File: config.mk
export PLATFORM = sky130hd
export DESIGN_NAME = icu_top
export DESIGN_NICKNAME = d
export VERILOG_FILES = /design/src/icu_pkg.sv /design/src/icu_mem.sv /design/src/icu_top.sv
export SDC_FILE = /design/constraint.sdc
export NUM_CORES = 1
export LEC_CHECK = 0
export ABC_CLOCK_PERIOD_IN_PS = 3500
export BUFFER_PORTS_ARGS = -buffer_cell sky130_fd_sc_hd__buf_2
export CAP_MARGIN = 0
export CORE_AREA = 5 5 150 152
export CTS_BUF_LIST = sky130_fd_sc_hd__clkbuf_8
export CTS_CLUSTER_SIZE = 12
export DETAILED_ROUTE_END_ITERATION = 7
export DIE_AREA = 0 0 155 157
export PLACE_DENSITY_LB_ADDON = 0.3
export SLEW_MARGIN = 0
export SYNTH_ARGS = -nofsm -noshare
export SYNTH_HDL_FRONTEND = slang
export SYNTH_SLANG_ARGS = --single-unit
File: constraint.sdc
create_clock -name pclk -period 3.5 [get_ports pclk]
set_input_delay 0.7 -clock pclk [delete_from_list [all_inputs] [get_ports pclk]]
set_output_delay 0.7 -clock pclk [all_outputs]
set_load 0.05 [all_outputs]
File: src/icu_pkg.sv
/*
  Shared constants for the input capture unit: register offsets, control
  field positions, mode codes and buffer geometry.
  Assumes a 32-bit APB register bus with word-aligned registers.
*/
package icu_pkg;
  // Register byte offsets.
  localparam logic [7:0] ICU_CTRL_OFF   = 8'h00;
  localparam logic [7:0] ICU_BUF_OFF    = 8'h04;
  localparam logic [7:0] ICU_STAT_OFF   = 8'h08;
  localparam logic [7:0] ICU_MASK_OFF   = 8'h0C;
  // Control field positions.
  localparam int ICU_ON_BIT    = 15;
  localparam int ICU_IDLE_STOP_BIT  = 13;
  localparam int ICU_FIRST_EDGE_SELECT_BIT = 9;
  localparam int ICU_WIDE_BIT  = 8;
  localparam int ICU_TSEL_BIT  = 7;
  localparam int ICU_ICI_LSB   = 5;
  localparam int ICU_OV_BIT    = 4;
  localparam int ICU_BNE_BIT   = 3;
  localparam int ICU_MODE_LSB  = 0;
  // Writable control bits.
  localparam logic [31:0] ICU_CTRL_WMASK = 32'h0000A3E7;
  localparam logic [31:0] ICU_CTRL_RST   = 32'h00000000;
  // Status bits: event, overflow.
  localparam int ICU_ST_EVT = 0;
  localparam int ICU_ST_OV  = 1;
  localparam logic [1:0] ICU_STAT_RST = 2'h0;
  // Buffer geometry.
  localparam int ICU_DEPTH = 4;
  localparam int ICU_AW    = 2;
  // Prescaler terminal counts.
  localparam logic [3:0] ICU_PRE4  = 4'h3;
  localparam logic [3:0] ICU_PRE16 = 4'hF;
  typedef enum logic [2:0]
  {
    ICU_M_OFF   = 3'h0,
    ICU_M_EDGE  = 3'h1,
    ICU_M_FALL  = 3'h2,
    ICU_M_RISE  = 3'h3,
    ICU_M_PRE4  = 3'h4,
    ICU_M_PRE16 = 3'h5,
    ICU_M_EVERY = 3'h6,
    ICU_M_INT   = 3'h7
  } icu_mode_type;
endpackage

File: src/icu_mem.sv
/*
  Small capture buffer memory with registered read data.
  Assumes one clock; write and read may occur in the same cycle.
*/
`timescale 1ns/10ps
module icu_mem
  import icu_pkg::*;
(
  // Clock.
  input  wire logic                 pclk,
  // Write side.
  input  wire logic                 we,
  input  wire logic [ICU_AW-1:0]    waddr,
  input  wire logic [31:0]          wdata,
  // Read side.
  input  wire logic [ICU_AW-1:0]    raddr,
  output logic      [31:0]          rdata
);
  logic [31:0] mem [ICU_DEPTH];

  // Storage and registered read; no reset needed on the array.
  always_ff @(posedge pclk)
  begin
    if (we)
      mem[waddr] <= wdata;
    rdata <= mem[raddr];
  end
endmodule

File: src/icu_top.sv
/*
  Input capture unit with APB register access, capture buffer and interrupt.
  Assumes the capture pin and idle request are asynchronous, the timers are
  on pclk, and the APB master follows the usual setup/access protocol.
*/
// Overview of operation
// - Enable bit cleared holds unit in reset, blocks interrupts, control stays writable.
// - Idle-stop set halts the unit during processor Idle; clear keeps running.
// - In mode 110 the first-edge bit picks rising (1) or falling (0) first.
// - Wide select captures the 32-bit timer; clear captures a 16-bit timer.
// - In 16-bit capture timer select picks first (1) or second (0) timer.
// - Events-per-interrupt field interrupts after every 1st to 4th capture.
// - Read-only overflow flag reads 1 after a capture overflow.
// - Read-only buffer-not-empty flag reads 1 while captures wait.
// - Mode 111 interrupts on input activity only in Sleep or Idle.
// - Mode 110 captures every edge, starting with the selected polarity.
// - Mode 101 captures every sixteenth rising edge via a prescaler.
// - Mode 100 captures every fourth rising edge via a prescaler.
// - Mode 011 captures on every rising edge.
// - Mode 010 captures on every falling edge.
// - Mode 001 captures on every edge from the first one.
// - Mode 000 takes no captures.
`timescale 1ns/10ps
module icu_top
  import icu_pkg::*;
(
  // Clock and reset.
  input  wire logic        pclk,
  input  wire logic        presetn,
  // APB slave.
  input  wire logic        psel,
  input  wire logic        penable,
  input  wire logic        pwrite,
  input  wire logic [7:0]  paddr,
  input  wire logic [31:0] pwdata,
  output logic      [31:0] prdata,
  output logic             pready,
  output logic             pslverr,
  // Capture input and timers.
  input  wire logic        capture_pin,
  input  wire logic [15:0] timer_x,
  input  wire logic [15:0] timer_y,
  input  wire logic [31:0] timer_wide,
  // Power state.
  input  wire logic        cpu_idle,
  input  wire logic        cpu_sleep,
  // Interrupt.
  output logic             irq
);
  import icu_pkg::*;

  logic [31:0]       ctrl_reg;
  logic [1:0]        stat_reg;
  logic [1:0]        mask_reg;
  logic              pin_s1_reg, pin_s2_reg, pin_d_reg;
  logic              idle_s1_reg, idle_s2_reg, sleep_s1_reg, sleep_s2_reg;
  logic [3:0]        pre_reg;
  logic [1:0]        evt_cnt_reg;
  logic              first_done_reg;
  logic [ICU_AW:0]   wptr_reg, rptr_reg;
  logic              ov_reg;
  logic [31:0]       rdata;

  // Decoded control fields.
  logic              on, idle_stop, first_edge_select, wide, tsel;
  logic [1:0]        events_per_interrupt;
  icu_mode_type      mode;
  assign on    = ctrl_reg[ICU_ON_BIT];
  assign idle_stop  = ctrl_reg[ICU_IDLE_STOP_BIT];
  assign first_edge_select = ctrl_reg[ICU_FIRST_EDGE_SELECT_BIT];
  assign wide  = ctrl_reg[ICU_WIDE_BIT];
  assign tsel  = ctrl_reg[ICU_TSEL_BIT];
  assign events_per_interrupt   = ctrl_reg[ICU_ICI_LSB +: 2];
  assign mode  = icu_mode_type'(ctrl_reg[ICU_MODE_LSB +: 3]);

  function automatic logic is_off(input logic [31:0] a, input logic [7:0] o);
    is_off = (a[7:0] == o);
  endfunction

  // APB phase decode; every access completes in its first access cycle.
  logic wr_acc, rd_acc;
  assign wr_acc = psel && penable && pwrite;
  assign rd_acc = psel && penable && !pwrite;

  // Two-flop synchronisers for the pin and power-state inputs.
  always_ff @(posedge pclk or negedge presetn)
  begin
    if (!presetn)
    begin
      pin_s1_reg   <= 1'b0;
      pin_s2_reg   <= 1'b0;
      idle_s1_reg  <= 1'b0;
      idle_s2_reg  <= 1'b0;
      sleep_s1_reg <= 1'b0;
      sleep_s2_reg <= 1'b0;
    end
    else
    begin
      pin_s1_reg   <= capture_pin;
      pin_s2_reg   <= pin_s1_reg;
      idle_s1_reg  <= cpu_idle;
      idle_s2_reg  <= idle_s1_reg;
      sleep_s1_reg <= cpu_sleep;
      sleep_s2_reg <= sleep_s1_reg;
    end
  end

  // The unit runs only while enabled and not stopped by Idle.
  logic run;
  assign run = on && !(idle_stop && idle_s2_reg);

  // Edge history is kept running so re-enable does not see a false edge.
  always_ff @(posedge pclk or negedge presetn)
  begin
    if (!presetn)
      pin_d_reg <= 1'b0;
    else
      pin_d_reg <= pin_s2_reg;
  end

  logic rise, fall;
  assign rise = run && pin_s2_reg && !pin_d_reg;
  assign fall = run && !pin_s2_reg && pin_d_reg;

  // Capture event decode per mode.
  logic cap_evt, int_only_evt;
  always_comb
  begin
    cap_evt      = 1'b0;
    int_only_evt = 1'b0;
    case (mode)
      ICU_M_OFF:   cap_evt = 1'b0;
      ICU_M_EDGE:  cap_evt = rise || fall;
      ICU_M_FALL:  cap_evt = fall;
      ICU_M_RISE:  cap_evt = rise;
      ICU_M_PRE4:  cap_evt = rise && (pre_reg[1:0] == ICU_PRE4[1:0]);
      ICU_M_PRE16: cap_evt = rise && (pre_reg == ICU_PRE16);
      ICU_M_EVERY: cap_evt = first_done_reg ? (rise || fall)
                                            : (first_edge_select ? rise : fall);
      ICU_M_INT:   int_only_evt = (rise || fall) && (idle_s2_reg || sleep_s2_reg);
      default:     cap_evt = 1'b0;
    endcase
  end

  // Prescaler counts rising edges; cleared while disabled.
  always_ff @(posedge pclk or negedge presetn)
  begin
    if (!presetn)
      pre_reg <= 4'h0;
    else if (!on)
      pre_reg <= 4'h0;
    else if (rise)
      pre_reg <= pre_reg + 4'h1;
  end

  // First-edge tracker for mode 110; a mode change re-arms it.
  always_ff @(posedge pclk or negedge presetn)
  begin
    if (!presetn)
      first_done_reg <= 1'b0;
    else if (!on || mode != ICU_M_EVERY)
      first_done_reg <= 1'b0;
    else if (cap_evt)
      first_done_reg <= 1'b1;
  end

  // Timer selection for the captured value.
  logic [31:0] cap_val;
  assign cap_val = wide ? timer_wide
                        : {16'h0000, tsel ? timer_x : timer_y};

  // Buffer pointers; a read of the buffer register pops the oldest entry.
  logic full, empty, push, pop;
  assign empty = (wptr_reg == rptr_reg);
  assign full  = (wptr_reg[ICU_AW-1:0] == rptr_reg[ICU_AW-1:0]) &&
                 (wptr_reg[ICU_AW] != rptr_reg[ICU_AW]);
  assign push  = cap_evt && !full;
  assign pop   = rd_acc && is_off({24'h0, paddr}, ICU_BUF_OFF) && !empty;

  // Pointers carry one extra bit so that full and empty can be told apart.
  always_ff @(posedge pclk or negedge presetn)
  begin
    if (!presetn)
    begin
      wptr_reg <= '0;
      rptr_reg <= '0;
    end
    else if (!on)
    begin
      wptr_reg <= '0;
      rptr_reg <= '0;
    end
    else
    begin
      if (push)
        wptr_reg <= wptr_reg + 1'b1;
      if (pop)
        rptr_reg <= rptr_reg + 1'b1;
    end
  end

  // Overflow is sticky until the module is disabled.
  always_ff @(posedge pclk or negedge presetn)
  begin
    if (!presetn)
      ov_reg <= 1'b0;
    else if (!on)
      ov_reg <= 1'b0;
    else if (cap_evt && full)
      ov_reg <= 1'b1;
  end

  // On a pop the read address steps one entry ahead, so a read straight
  // after a pop still finds the next entry in the memory's output register.
  logic [ICU_AW-1:0] raddr_next;
  always_comb
  begin
    raddr_next = rptr_reg[ICU_AW-1:0];
    if (pop)
      raddr_next = rptr_reg[ICU_AW-1:0] + ICU_AW'(1);
  end

  // Read address looks ahead so memory data is ready in the next read's setup cycle.
  icu_mem u_mem
  (
    .pclk  (pclk),
    .we    (push),
    .waddr (wptr_reg[ICU_AW-1:0]),
    .wdata (cap_val),
    .raddr (raddr_next),
    .rdata (rdata)
  );

  // A capture written into the slot being read shows up at the memory's output
  // one cycle late; a copy is held for that cycle so a quick read is not stale.
  logic        byp_reg;
  logic [31:0] byp_data_reg;
  always_ff @(posedge pclk or negedge presetn)
  begin
    if (!presetn)
    begin
      byp_reg      <= 1'b0;
      byp_data_reg <= 32'h0;
    end
    else
    begin
      byp_reg      <= push && (wptr_reg[ICU_AW-1:0] == raddr_next);
      byp_data_reg <= cap_val;
    end
  end

  // Event counter paces interrupts by the events-per-interrupt field.
  logic int_evt;
  assign int_evt = (cap_evt && (evt_cnt_reg == events_per_interrupt)) || int_only_evt;
  always_ff @(posedge pclk or negedge presetn)
  begin
    if (!presetn)
      evt_cnt_reg <= 2'h0;
    else if (!on)
      evt_cnt_reg <= 2'h0;
    else if (cap_evt)
      evt_cnt_reg <= (evt_cnt_reg == events_per_interrupt) ? 2'h0 : evt_cnt_reg + 2'h1;
  end

  // Control register; writable at any time, read-only flags not stored.
  always_ff @(posedge pclk or negedge presetn)
  begin
    if (!presetn)
      ctrl_reg <= ICU_CTRL_RST;
    else if (wr_acc && is_off({24'h0, paddr}, ICU_CTRL_OFF))
      ctrl_reg <= pwdata & ICU_CTRL_WMASK;
  end

  // Sticky status: set wins over a write-one-to-clear in the same cycle.
  logic [1:0] stat_set, stat_clr;
  assign stat_set = {on && cap_evt && full, on && int_evt};
  assign stat_clr = (wr_acc && is_off({24'h0, paddr}, ICU_STAT_OFF)) ? pwdata[1:0] : 2'h0;
  always_ff @(posedge pclk or negedge presetn)
  begin
    if (!presetn)
      stat_reg <= ICU_STAT_RST;
    else
      stat_reg <= (stat_reg & ~stat_clr) | stat_set;
  end

  // Interrupt mask, laid out like the status register.
  always_ff @(posedge pclk or negedge presetn)
  begin
    if (!presetn)
      mask_reg <= 2'h0;
    else if (wr_acc && is_off({24'h0, paddr}, ICU_MASK_OFF))
      mask_reg <= pwdata[1:0];
  end

  // Interrupt is held low while disabled, since software may be reconfiguring.
  always_ff @(posedge pclk or negedge presetn)
  begin
    if (!presetn)
      irq <= 1'b0;
    else
      irq <= on && |(stat_reg & mask_reg);
  end

  // Read mux: flags are live state of the buffer.
  logic [31:0] ctrl_view, rd_mux;
  logic        hit;
  always_comb
  begin
    ctrl_view = ctrl_reg;
    ctrl_view[ICU_OV_BIT]  = ov_reg;
    ctrl_view[ICU_BNE_BIT] = !empty;
    hit    = 1'b1;
    rd_mux = 32'h0;
    case (paddr)
      ICU_CTRL_OFF: rd_mux = ctrl_view;
      ICU_BUF_OFF:  rd_mux = empty ? 32'h0 : (byp_reg ? byp_data_reg : rdata);
      ICU_STAT_OFF: rd_mux = {30'h0, stat_reg};
      ICU_MASK_OFF: rd_mux = {30'h0, mask_reg};
      default:      hit = 1'b0;
    endcase
  end

  // Registered APB outputs; unmapped addresses answer with an error.
  // Read data are taken in the setup cycle, so no access needs a wait state;
  // the price is that a read shows the state as it stood in the setup cycle.
  always_ff @(posedge pclk or negedge presetn)
  begin
    if (!presetn)
    begin
      prdata  <= 32'h0;
      pready  <= 1'b0;
      pslverr <= 1'b0;
    end
    else
    begin
      pready  <= psel && !penable;
      pslverr <= psel && !penable && !hit;
      prdata  <= (psel && !penable && !pwrite) ? rd_mux : 32'h0;
    end
  end
endmodule

==> reports/metrics.cfg <==
[placement]
place.gp.congestion=0.7638
port-buffer-count=124
dp_cells=1193
dp_hpwl_um=14740

[sta]
fin_tns_setup_ns=0
hold_viol_final=0
post-route-period-util=0.8064
finalClockSkew_ns=0.01207
setup_violations=0
drv_slew=0
fmax_mhz=354.3
worstMarginPinSlew_ns=0.9664
slew_headroom=0.3420
period_needed_ns=2.822
rsz0062_at_grt=false

[synth]
synth_nets=940
ys.flop_type=edfxtp_1
syn_area_sq_um=11050
syn_area_per_cell_sq_um=13.45
synth.distinct_cells=52
yosys_warnings=0
synth_edf_count=128
yosys_register_bits=263
synth-async-reset-ratio=0.3916
syn_inst=822
ys_seq_area_frac=0.6388

[final_layout]
area_delta_synth_final_pct=17.36
antennaDiodeCount=0
largest_reg_flops=128
multi_input_area_sq_um=3760
drive_gt1_frac=0.2856
n_fill_cell=1598
largest_register=u_mem.mem
regArea_sq_um=7067
final_cells=1273
finalNetCount=1081

[setup_path]
timing.critical_path.buf_inv=1
critPathKind=flop to flop
r2r_slack_ns=0.68
crit_required_ns=3.98
worstPathCellList=xnor2_1, nand3b_1, nand3_2, mux2i_4, buf_4, o211a_1
end_kind=flop
startpoint_type=flop
cp_max_fo=21
crit_family=multiplexers
arrival_ns=3.30
cpPeakStageDelay_ns=0.82
crit_path_top_delay_cell=mux2i_4

[global_routing]
track_usage=0.2015
grt_pass1_vias=7289
antenna_found_initial=0
grt-ovfl-total=0
grt_pass1_wl_um=38380
grt_max_degree=55

[clock_tree]
cts-hold-fix-buffers=0
insertion_delay_ns=0.54
cts_resized=0
cts_setup_buffers=0
clockRootBuffer=clkbuf_8
cts_buffers=43
cts_tree=yes
cts_max_level=2
cts.path.max_buffers=3
clkTransAtPathRegs_ns=0.06
clock_sinks=263

[die]
core_area_sq_um=20890
dieHeight_um=157
io_pins=147
rows=53
die_w_um=155
die_area_sq_um=24340
start_util=0.5292

[routing]
vias=7133
post-route-drc-count=0
antenna_left=0
firstDrtPassIters=5
wl_per_cell_um=19.26
wirelength_um=24520
drt_iter0_markers=401
viasPerCell=5.603

[power_and_ir_drop]
powerDensity_nw_per_um2=469.4
cellLeakagePower_uw=0.005650
vdd_drop_max_v=0.0003022

[job]
cap_violations=0

[worst_hold_path]
hold_class=input port to asynchronous set/reset pin

[status]
status=finished, final reports clean

[worst paths after layout]
kind | to | cells past startpoint | start
max | u_mem.rdata[16]$_DFF_P_ | 6 | rptr_reg[0]$_DFFE_PN0P_
min | byp_data_reg[12]$_DFF_PN0_ | 1 | presetn
max reg2reg | u_mem.rdata[16]$_DFF_P_ | 6 | rptr_reg[0]$_DFFE_PN0P_
min reg2reg | idle_s2_reg$_DFF_PN0_ | 0 | idle_s1_reg$_DFF_PN0_
max in group asynchronous | byp_data_reg[28]$_DFF_PN0_ | 2 | presetn
min in group pclk | sleep_s1_reg$_DFF_PN0_ | 1 | cpu_sleep
[Yosys cell counts, types with 2 or more instances]
library cell	count	share of area
inv_1	7	0.0024
buf_1	4	0.0014
nand2b_1	2	0.0011
nor2b_1	8	0.0045
nor4_1	2	0.0011
or2_2	2	0.0011
clkbuf_1	34	0.012
a21oi_1	4	0.0018
and2_1	24	0.014
a21boi_0	2	0.0014
nand3_1	38	0.017
buf_6	4	0.0041
o211a_1	32	0.029
dfxtp_1	32	0.058
buf_2	11	0.0050
nor2_1	75	0.025
a31oi_1	2	0.0011
a22oi_1	13	0.0088
o21ai_0	20	0.0091
nand2_1	35	0.012
nand4_1	4	0.0023
a22o_1	2	0.0016
o22ai_1	32	0.018
xnor2_1	7	0.0055
dfrtp_1	103	0.23
ha_1	6	0.0068
mux2i_1	104	0.094
xor2_1	5	0.0040
edfxtp_1	128	0.35
mux2_2	57	0.058
and3_1	2	0.0011
[per-stage QoR]
stage / cell area, sq um / setup slack, ns / total power, uW / util / hold WS, ns
after detailed placement: 12070 / 0.2557 / 3465 / 0.5780 / 0.3364
after global placement: 12070 / 0.3086 / 3461 / 0.5780 / 0.3320
final: 12970 / 0.6777 / 6089 / 0.6211 / 0.1939
after CTS: 12970 / 0.7275 / 6149 / 0.6211 / 0.2027
after global routing: 12970 / 0.5852 / 6312 / 0.6211 / 0.2230
after floorplan: 11050 / 0.1170 / 3363 / - / 0.3312
[layout make-up]
| cell class | instances | share of cell area |
|---|---|---|
| tap | 275 | 0.02652 |
| clock buffer | 55 | 0.05835 |
| multi-input combinational | 498 | 0.2898 |
| sequential | 263 | 0.5447 |
| timing repair buffer | 149 | 0.06732 |
| clock inverter | 25 | 0.01099 |
| inverter | 8 | 0.002315 |
[placed cells by master, fill, tap and decap left out, types with 6 or more instances in the layout]
master,n
ha_1,6
buf_4,21
and2_1,24
o21ai_0,20
nand2_1,35
inv_1,21
o211a_1,32
nor2_1,75
edfxtp_1,128
mux2_2,57
xnor2_1,7
o22ai_1,32
dfrtp_1,101
clkbuf_8,55
a22oi_1,13
dfxtp_1,32
mux2i_1,104
nand3_1,38
buf_2,123
[report_power, final]
group	total, uW	switching (uW)	internal [uW]
logic	140	80.7	59.2
registers	3260	11.1	3250
clock network	2690	1190	1500
[per-layer routing]
layer  track usage  share of wire  vias up
li1              -              -     3317
met1        0.2654           0.43     3517
met2        0.3409           0.49      252
met3       0.03849          0.064       47
met4       0.06434          0.021        0
met5             0              0        -
[cell families after synthesis]
family / share of synthesized area
buffers and inverters: 0.02467
AND/OR/NAND/NOR: 0.08591
AO/OA/AOI/OAI: 0.08002
adder cells (fa/ha/maj): 0.006791
multiplexers: 0.1543
flip-flops: 0.6388
XOR/XNOR: 0.009508
Power figures use the tool's default switching activity.
